==> src/logic/tpwm_pkg.sv <==
package tpwm_pkg;
    // ****************************************************************
    // register map (byte addresses on apb)
    // ****************************************************************
    localparam logic [7:0]  ADDR_CONTROL  = 8'h00;
    localparam logic [7:0]  ADDR_COUNT    = 8'h04;
    localparam logic [7:0]  ADDR_COMPARE  = 8'h08;
    localparam logic [7:0]  ADDR_STATUS   = 8'h0C;
    localparam logic [7:0]  ADDR_PIN      = 8'h10;

    // ****************************************************************
    // control register fields
    // ****************************************************************
    localparam int          CTL_FORCE_BIT = 7;
    localparam int          CTL_WGM0_BIT  = 6;
    localparam int          CTL_COM_HI    = 5;
    localparam int          CTL_COM_LO    = 4;
    localparam int          CTL_WGM1_BIT  = 3;
    localparam int          CTL_CS_HI     = 2;
    localparam logic [7:0]  CTL_RESET     = 8'h00;

    // status register fields, write one to clear
    localparam int          ST_OVF_BIT    = 0;
    localparam int          ST_CMP_BIT    = 1;

    // ****************************************************************
    // mode and action encodings
    // ****************************************************************
    localparam logic [1:0]  MODE_NORMAL   = 2'h0;
    localparam logic [1:0]  MODE_PHASE    = 2'h1;
    localparam logic [1:0]  MODE_CTC      = 2'h2;
    localparam logic [1:0]  MODE_FAST     = 2'h3;

    localparam logic [1:0]  ACT_NONE      = 2'h0;
    localparam logic [1:0]  ACT_TOGGLE    = 2'h1;
    localparam logic [1:0]  ACT_CLEAR     = 2'h2;
    localparam logic [1:0]  ACT_SET       = 2'h3;

    localparam logic [7:0]  CNT_MAX       = 8'hFF;
    localparam logic [7:0]  CNT_BOTTOM    = 8'h00;

    // ****************************************************************
    // prescaler
    // ****************************************************************
    localparam logic [9:0]  DIV8_MASK     = 10'h007;
    localparam logic [9:0]  DIV64_MASK    = 10'h03F;
    localparam logic [9:0]  DIV256_MASK   = 10'h0FF;
    localparam logic [9:0]  DIV1024_MASK  = 10'h3FF;

    typedef struct packed {
        logic [7:0] ctl;
        logic [7:0] cnt;
        logic [7:0] ocr_buf;
        logic [7:0] ocr;
        logic       down;
        logic       oc;
        logic       ovf;
        logic       cmp;
        logic       blk;
        logic [9:0] pre;
        logic [31:0] rdata;
    } tpwm_state_s;
endpackage : tpwm_pkg

==> src/logic/tpwm_top.sv <==
// Function
// - mode 3 counts zero up to max then restarts at zero
// - fast pwm: action 2 clears on match sets at bottom, 3 inverse
// - fast pwm: max to zero wrap and bottom output update in one tick
// - fast pwm: overflow flag set when counter reaches max
// - fast pwm period is 256 ticks
// - fast pwm: compare zero gives spike, compare max gives constant level
// - fast pwm action 1 toggles output on every match
// - fast pwm compare value is double buffered
// - mode 1 counts up to max then down to zero
// - phase pwm: action 2 clears on up match, sets on down match; 3 inverse
// - phase pwm resolution fixed at 8 bits
// - phase pwm reverses at max and holds max exactly one tick
// - phase pwm period is 510 ticks
// - phase pwm: overflow flag set when counter reaches zero
// - phase pwm: compare zero constant low, max constant high, inverted opposite
// - phase pwm forces up-count result at max, or the down-count result when the buffered compare value is max
// - tick is io clock divided by 1, 8, 64, 256 or 1024
// - fully synchronous; tick is only a clock enable
// - force strobe in non-pwm mode applies immediate compare action
// - force sets no flag, clears no counter, reads back zero
//
// Design decisions made here: the APB interface to the registers and the register addresses.
`timescale 1ns/1ps
module tpwm_top (
    input  wire logic        SYS_CLK_I,   // io clock 25 mhz
    input  wire logic        ARST_N_I,    // async reset, active low
    input  wire logic        PSEL_I,      // apb select
    input  wire logic        PENABLE_I,   // apb enable
    input  wire logic        PWRITE_I,    // apb direction
    input  wire logic [7:0]  PADDR_I,     // apb byte address
    input  wire logic [31:0] PWDATA_I,    // apb write data
    output logic      [31:0] PRDATA_O,    // apb read data
    output logic             PREADY_O,    // apb ready
    output logic             PSLVERR_O,   // apb error on unmapped address
    output logic             OC_PIN_O,    // compare output pin level
    output logic             OC_PIN_OE_N_O, // pin enable, low drives
    output logic             OVF_FLAG_O,  // overflow flag
    output logic             CMP_FLAG_O   // compare match flag
);

    // ****************************************************************
    // state
    // ****************************************************************
    tpwm_pkg::tpwm_state_s s_q;
    tpwm_pkg::tpwm_state_s s_d;
    logic                  dir_q;
    logic                  dir_d;

    function automatic logic addr_known(input logic [7:0] a);
        addr_known = (a == tpwm_pkg::ADDR_CONTROL) || (a == tpwm_pkg::ADDR_COUNT) ||
                     (a == tpwm_pkg::ADDR_COMPARE) || (a == tpwm_pkg::ADDR_STATUS) ||
                     (a == tpwm_pkg::ADDR_PIN);
    endfunction

    function automatic logic apply_act(input logic [1:0] act, input logic cur);
        case (act)
            tpwm_pkg::ACT_TOGGLE: apply_act = ~cur;
            tpwm_pkg::ACT_CLEAR:  apply_act = 1'b0;
            tpwm_pkg::ACT_SET:    apply_act = 1'b1;
            default:              apply_act = cur;
        endcase
    endfunction

    logic [1:0] mode;
    logic [1:0] act;
    logic [2:0] cs;
    logic       tick;
    logic       pwm;
    logic       wr;
    logic       rd;
    logic       match;

    always_comb begin
        mode  = {s_q.ctl[tpwm_pkg::CTL_WGM1_BIT], s_q.ctl[tpwm_pkg::CTL_WGM0_BIT]};
        act   = s_q.ctl[tpwm_pkg::CTL_COM_HI:tpwm_pkg::CTL_COM_LO];
        cs    = s_q.ctl[tpwm_pkg::CTL_CS_HI:0];
        pwm   = (mode == tpwm_pkg::MODE_FAST) || (mode == tpwm_pkg::MODE_PHASE);
        wr    = PSEL_I && PENABLE_I && PWRITE_I && addr_known(PADDR_I);
        rd    = PSEL_I && !PENABLE_I && !PWRITE_I;
        match = (s_q.cnt == s_q.ocr) && !s_q.blk;
        // ************************************************************
        // prescaler tick
        // ************************************************************
        case (cs)
            3'h1:    tick = 1'b1;
            3'h2:    tick = (s_q.pre & tpwm_pkg::DIV8_MASK) == tpwm_pkg::DIV8_MASK;
            3'h3:    tick = (s_q.pre & tpwm_pkg::DIV64_MASK) == tpwm_pkg::DIV64_MASK;
            3'h4:    tick = (s_q.pre & tpwm_pkg::DIV256_MASK) == tpwm_pkg::DIV256_MASK;
            3'h5:    tick = s_q.pre == tpwm_pkg::DIV1024_MASK;
            default: tick = 1'b0;
        endcase
    end

    // ****************************************************************
    // next state
    // ****************************************************************
    always_comb begin
        s_d   = s_q;
        dir_d = dir_q;
        s_d.pre = (cs == 3'h0) ? 10'h000 : s_q.pre + 10'h001;
        if (tick) begin
            s_d.blk = 1'b0;
            case (mode)
                tpwm_pkg::MODE_FAST: begin
                    if (s_q.cnt == tpwm_pkg::CNT_MAX) begin
                        s_d.cnt = tpwm_pkg::CNT_BOTTOM;
                        s_d.ocr = s_q.ocr_buf;
                        if (act[1])
                            s_d.oc = ~act[0];
                        else if (match)
                            s_d.oc = apply_act(act, s_q.oc);
                    end else begin
                        s_d.cnt = s_q.cnt + 8'h01;
                        if (match)
                            s_d.oc = apply_act(act, s_q.oc);
                    end
                    if (s_q.cnt == tpwm_pkg::CNT_MAX - 8'h01)
                        s_d.ovf = 1'b1;
                end
                tpwm_pkg::MODE_PHASE: begin
                    if (!s_q.down) begin
                        if (s_q.cnt == tpwm_pkg::CNT_MAX - 8'h01)
                            s_d.down = 1'b1;
                        s_d.cnt = s_q.cnt + 8'h01;
                        if (s_q.cnt == tpwm_pkg::CNT_MAX) begin
                            s_d.down = 1'b1;
                            s_d.cnt  = s_q.cnt - 8'h01;
                        end
                        if (match && act[1])
                            s_d.oc = act[0];
                    end else begin
                        if (s_q.cnt == tpwm_pkg::CNT_MAX) begin
                            s_d.ocr = s_q.ocr_buf;
                            // at max the output takes the up-count result, or stays at the max level
                            if (act[1])
                                s_d.oc = (s_q.ocr_buf == tpwm_pkg::CNT_MAX) ? ~act[0] : act[0];
                        end else if (match && act[1]) begin
                            s_d.oc = ~act[0];
                        end
                        if (s_q.cnt == tpwm_pkg::CNT_BOTTOM + 8'h01) begin
                            s_d.down = 1'b0;
                            s_d.ovf  = 1'b1;
                        end
                        s_d.cnt = s_q.cnt - 8'h01;
                        if (s_q.cnt == tpwm_pkg::CNT_BOTTOM) begin
                            s_d.down = 1'b0;
                            s_d.cnt  = s_q.cnt + 8'h01;
                        end
                    end
                    if (s_q.ocr == tpwm_pkg::CNT_BOTTOM && act[1])
                        s_d.oc = act[0];
                end
                default: begin
                    s_d.down = 1'b0;
                    s_d.ocr  = s_q.ocr_buf;
                    if (mode == tpwm_pkg::MODE_CTC && match)
                        s_d.cnt = tpwm_pkg::CNT_BOTTOM;
                    else
                        s_d.cnt = s_q.cnt + 8'h01;
                    if (s_q.cnt == tpwm_pkg::CNT_MAX)
                        s_d.ovf = 1'b1;
                    if (match)
                        s_d.oc = apply_act(act, s_q.oc);
                end
            endcase
            if (match)
                s_d.cmp = 1'b1;
        end
        if (!pwm)
            s_d.ocr = s_q.ocr_buf;
        // ************************************************************
        // register writes
        // ************************************************************
        if (wr) begin
            case (PADDR_I)
                tpwm_pkg::ADDR_CONTROL: begin
                    s_d.ctl = PWDATA_I[7:0];
                    s_d.ctl[tpwm_pkg::CTL_FORCE_BIT] = 1'b0;
                    if (PWDATA_I[tpwm_pkg::CTL_FORCE_BIT] &&
                        PWDATA_I[tpwm_pkg::CTL_WGM0_BIT] == 1'b0)
                        s_d.oc = apply_act(PWDATA_I[tpwm_pkg::CTL_COM_HI:tpwm_pkg::CTL_COM_LO], s_q.oc);
                end
                tpwm_pkg::ADDR_COUNT: begin
                    s_d.cnt = PWDATA_I[7:0];
                    s_d.blk = 1'b1;
                end
                tpwm_pkg::ADDR_COMPARE: s_d.ocr_buf = PWDATA_I[7:0];
                tpwm_pkg::ADDR_STATUS: begin
                    if (PWDATA_I[tpwm_pkg::ST_OVF_BIT] && !(s_d.ovf && !s_q.ovf))
                        s_d.ovf = 1'b0;
                    if (PWDATA_I[tpwm_pkg::ST_CMP_BIT] && !(s_d.cmp && !s_q.cmp))
                        s_d.cmp = 1'b0;
                end
                tpwm_pkg::ADDR_PIN: dir_d = PWDATA_I[0];
                default: ;
            endcase
        end
        // ************************************************************
        // read data
        // ************************************************************
        if (rd) begin
            case (PADDR_I)
                tpwm_pkg::ADDR_CONTROL: s_d.rdata = {24'h000000, 1'b0, s_q.ctl[6:0]};
                tpwm_pkg::ADDR_COUNT:   s_d.rdata = {24'h000000, s_q.cnt};
                tpwm_pkg::ADDR_COMPARE: s_d.rdata = {24'h000000, s_q.ocr_buf};
                tpwm_pkg::ADDR_STATUS:  s_d.rdata = {30'h00000000, s_q.cmp, s_q.ovf};
                tpwm_pkg::ADDR_PIN:     s_d.rdata = {30'h00000000, s_q.oc, dir_q};
                default:                s_d.rdata = 32'h00000000;
            endcase
        end
    end

    always_ff @(posedge SYS_CLK_I or negedge ARST_N_I) begin
        if (!ARST_N_I) begin
            s_q     <= '0;
            s_q.ctl <= tpwm_pkg::CTL_RESET;
            dir_q   <= 1'b0;
        end else begin
            s_q   <= s_d;
            dir_q <= dir_d;
        end
    end

    // ****************************************************************
    // outputs
    // ****************************************************************
    assign PRDATA_O      = s_q.rdata;
    assign PREADY_O      = 1'b1;
    assign PSLVERR_O     = PSEL_I && PENABLE_I && !addr_known(PADDR_I);
    // pin shows oc only when an action is selected, else drives low
    assign OC_PIN_O      = (act != tpwm_pkg::ACT_NONE) ? s_q.oc : 1'b0;
    assign OC_PIN_OE_N_O = !dir_q;
    assign OVF_FLAG_O    = s_q.ovf;
    assign CMP_FLAG_O    = s_q.cmp;

endmodule // tpwm_top

==> config.mk <==
export PLATFORM = sky130hd
export DESIGN_NAME = tpwm_top
export DESIGN_NICKNAME = d
export VERILOG_FILES = /design/src/logic/tpwm_pkg.sv /design/src/logic/tpwm_top.sv
export SDC_FILE = /design/constraint.sdc
export NUM_CORES = 1
export LEC_CHECK = 0
export ABC_AREA = 1
export BUFFER_PORTS_ARGS = -buffer_cell sky130_fd_sc_hd__buf_4
export CAP_MARGIN = 20
export CORE_MARGIN = 5
export CORE_UTILIZATION = 59
export DETAILED_ROUTE_END_ITERATION = 10
export HOLD_SLACK_MARGIN = 0.03
export PLACE_DENSITY_LB_ADDON = 0.3
export SYNTH_ARGS = -nofsm -noshare
export SYNTH_HDL_FRONTEND = slang
export SYNTH_SLANG_ARGS = --single-unit
==> constraint.sdc <==
create_clock -name SYS_CLK_I -period 5.3 [get_ports SYS_CLK_I]
set_clock_uncertainty 0.15 [all_clocks]
set_input_delay 0.795 -clock SYS_CLK_I [delete_from_list [all_inputs] [get_ports SYS_CLK_I]]
set_output_delay 0.795 -clock SYS_CLK_I [all_outputs]
set_load 0.005 [all_outputs]
==> results.yml <==
critical_path:
  worstSetupPathType: "input pin to output pin"
  ff2ff_path_depth: 10
  crit_cells: 8
  crit_buf_inv: 3
  cp_max_fo: 4
  cp-start-kind: "input pin"
  crit_slowest_cell: "nor2_2"
  rr_endpoint: "s_q[45]"
  worstPathCellList: "buf_4 -> nor2_2 -> nand3_1 -> inv_1 -> nand3_1 -> o21ai_2 -> nor2_1 -> buf_4"
  critPathLaunch: "PADDR_I[1]"
  worstPathArrival_ps: 1690
  cp_top_family: "simple AND/OR/NAND/NOR gates"
  r2r_start: "s_q[32]"
  crit_path_end: "PSLVERR_O"
  crit_path_end_kind: "output pin"
  reg2reg_slack_ps: 2810
  critPathRequiredTime_ps: 4360
  cpPeakStageDelay_ps: 170
synth:
  synth_cell_types: 38
  ys_ff_latch: 55
  synth_top_cell_by_area: "dfrtp_1"
  ys.flop_type: "dfrtp_1"
  synth_warnings: 0
  synth-edff-count: 0
  synth_top_area_share: 0.365
  async_flop_share: 1.00
  syn_area_sq_mm: 0.00377
  synthCells: 515
  yosysSeqAreaShare: 0.365
  synth_area_leaders: "dfrtp_1, nand2_1, buf_4, inv_1, a21oi_1"
  postSynthAreaPerCell_sq_um: 7.31
placed_design:
  dpl.hpwl_mm: 7.22
  post_dp_cell_area_sq_mm: 0.00389
  dp_worst_setup_slack_ps: 2630
  port-buffer-count: 33
  routabilityCongestion: 0.944
finish:
  area_growth_pct: 5.71
  final_net_count: 588
  n_antenna_cell: 0
  final.fill_count: 576
  final_area_sq_mm: 0.00398
  drive_gt1_frac: 0.164
clock_tree:
  cts_buffers: 5
  cts_setup_buffers: 0
  clock_latency_ps: 320
  cts.clk_slew.worst_paths_ps: 100
  htree_levels: 2
  cts_tree: "built"
  clockBufferDepth: 2
  cts_resized: 0
  ctsRootBufferMaster: "clkbuf_8"
  cts_hold_buf: 0
  cts_sinks: 55
status:
  outcome: "finished clean"
sta:
  setup_viol: 0
  slew-limit-headroom: 0.459
  tns_ps: 0
  rsz0062_at_grt: "no"
  fmax_ghz: 0.379
  finalWorstSetupSlack_ps: 2660
  worstMarginPinSlew_ps: 812
  drv_slew: 0
  min_period_over_period: 0.498
  post-route-min-period_ps: 2640
  hold_violations: 0
route:
  avgRoutedWirePerCell_microns: 15.4
  drc: 0
  viasPerCell: 5.52
  drt_iter0_markers: 289
  dr.pass1.iters: 5
  via_count: 3384
  ant_nets: 0
  drt-total-wl_mm: 9.44
floorplanning:
  ios: 83
  die_area_sq_mm: 0.00808
  initial_core_util: 0.600
  die_x_microns: 89.9
  core_sq_mm: 0.00628
  num_rows: 29
  dieHeight_microns: 89.9
min_path:
  hold_path_class: "register to register"
power:
  powerDensity_mw_per_mm2: 186
  vdd_drop_max_uv: 114
  power_leakage_uw: 0.00195
global_routing:
  grt_pass1_wl_mm: 15.7
  antenna_found_initial: 0
  gr-usage-all-layers: 0.236
  grt_overflow: 0
  grt_pass1_vias: 3233
  grt_start_max_net_pins: 56
flow_run:
  cap_violations: 0
==> metrics by stage <==
| step | total power [uW] | utilization | cells | hold slack (ps) |
|---|---|---|---|---|
| floorplan | 479 | - | 538 | 283 |
| global placement | 495 | 0.619 | 605 | 300 |
| detailed placement | 497 | 0.619 | 605 | 314 |
| CTS | 742 | 0.634 | 613 | 330 |
| global route | 772 | 0.634 | 613 | 347 |
| finish | 739 | 0.634 | 613 | 319 |
==> how the worst min path moves through the flow <==
stage	startpoint	depth (start not counted)	to	slack, ps
5_1_grt	s_q[32]	1	s_q[32]	350
6_report	s_q[32]	1	s_q[32]	320
3_5_place_dp	s_q[42]	2	s_q[42]	310
2_1_floorplan	s_q[32]	1	s_q[32]	280
3_3_place_gp	s_q[32]	1	s_q[32]	300
4_1_cts	s_q[32]	1	s_q[32]	330
==> state kept, by name (all words and copies together) (netlist names) <==
| signal | cells |
|---|---|
| s_q | 37 |
| PRDATA_O | 8 |
| cs | 3 |
| act | 2 |
| mode | 2 |
| CMP_FLAG_O | 1 |
| OVF_FLAG_O | 1 |
| dir_q | 1 |
==> synthesized netlist by cell type, types with 2 or more instances <==
library cell	instances
ha_1	8
buf_2	3
o21ai_2	11
nor3_1	13
a21oi_1	36
clkbuf_1	3
inv_2	12
xnor2_1	2
xor2_1	10
conb_1	2
o22ai_1	9
o211ai_1	4
nand3_2	2
nand2_2	9
nor2_4	3
o21ai_1	17
inv_1	65
nand2_1	107
nor2_1	38
buf_4	36
o21ai_0	28
clkinv_1	2
nand4_1	6
nor2_2	4
nand3_1	18
dfrtp_1	55
==> power by group <==
part	leakage, uW	internal, uW	total, uW	switching (uW)
sequential	0.000712	422	427	5.25
combinational	0.00119	21.7	62.1	40.4
clock	0.0000461	95.9	250	154
==> cell usage in the layout (no fill, tap or decap), types with 2 or more instances in the layout <==
cell type    n
nand2_1    107
inv_1       65
dfrtp_1     55
nor2_1      38
a21oi_1     36
buf_4       33
o21ai_0     28
conb_1      25
nand3_1     18
o21ai_1     17
nor3_1      13
inv_2       12
o21ai_2     11
xor2_1      10
nand2_2      9
o22ai_1      9
ha_1         8
nand4_1      6
clkbuf_8     5
nor2_2       4
o211ai_1     4
nor2_4       3
nand3_2      2
clkinv_1     2
xnor2_1      2
==> layout make-up <==
cell class,instances,area [sq um],area share
clock buffer,5,68.8,0.0173
clock inverter,3,23.8,0.00597
inverter,79,297,0.0745
multi-input combinational,361,1870,0.470
sequential,55,1380,0.346
tap,77,96.3,0.0242
timing repair buffer,33,248,0.0622
==> cell families (layout without fill, tap and decap cells) <==
logic type | count (synthesis) | after routing | share of synthesized area
flops | 55 | 55 | 0.365
buf+inv | 122 | 120 | 0.160
mux | 1 | 1 | 0.00299
xor+xnor | 12 | 12 | 0.0279
fa+ha+maj | 8 | 8 | 0.0266
other cells | 2 | 25 | 0.00199
simple gates | 207 | 207 | 0.249
compound gates | 108 | 108 | 0.165
==> metal layers <==
| metal | GRT usage | part of all wire | vias to the layer above |
|---|---|---|---|
| met1 | 0.318 | 0.43 | 1592 |
| met4 | 0.0943 | 0.025 | 0 |
| met5 | 0 | 0 | - |
| met2 | 0.377 | 0.48 | 143 |
| met3 | 0.0409 | 0.067 | 17 |
| li1 | - | - | 1632 |
Note: power is estimated with default switching activity, not from simulation.
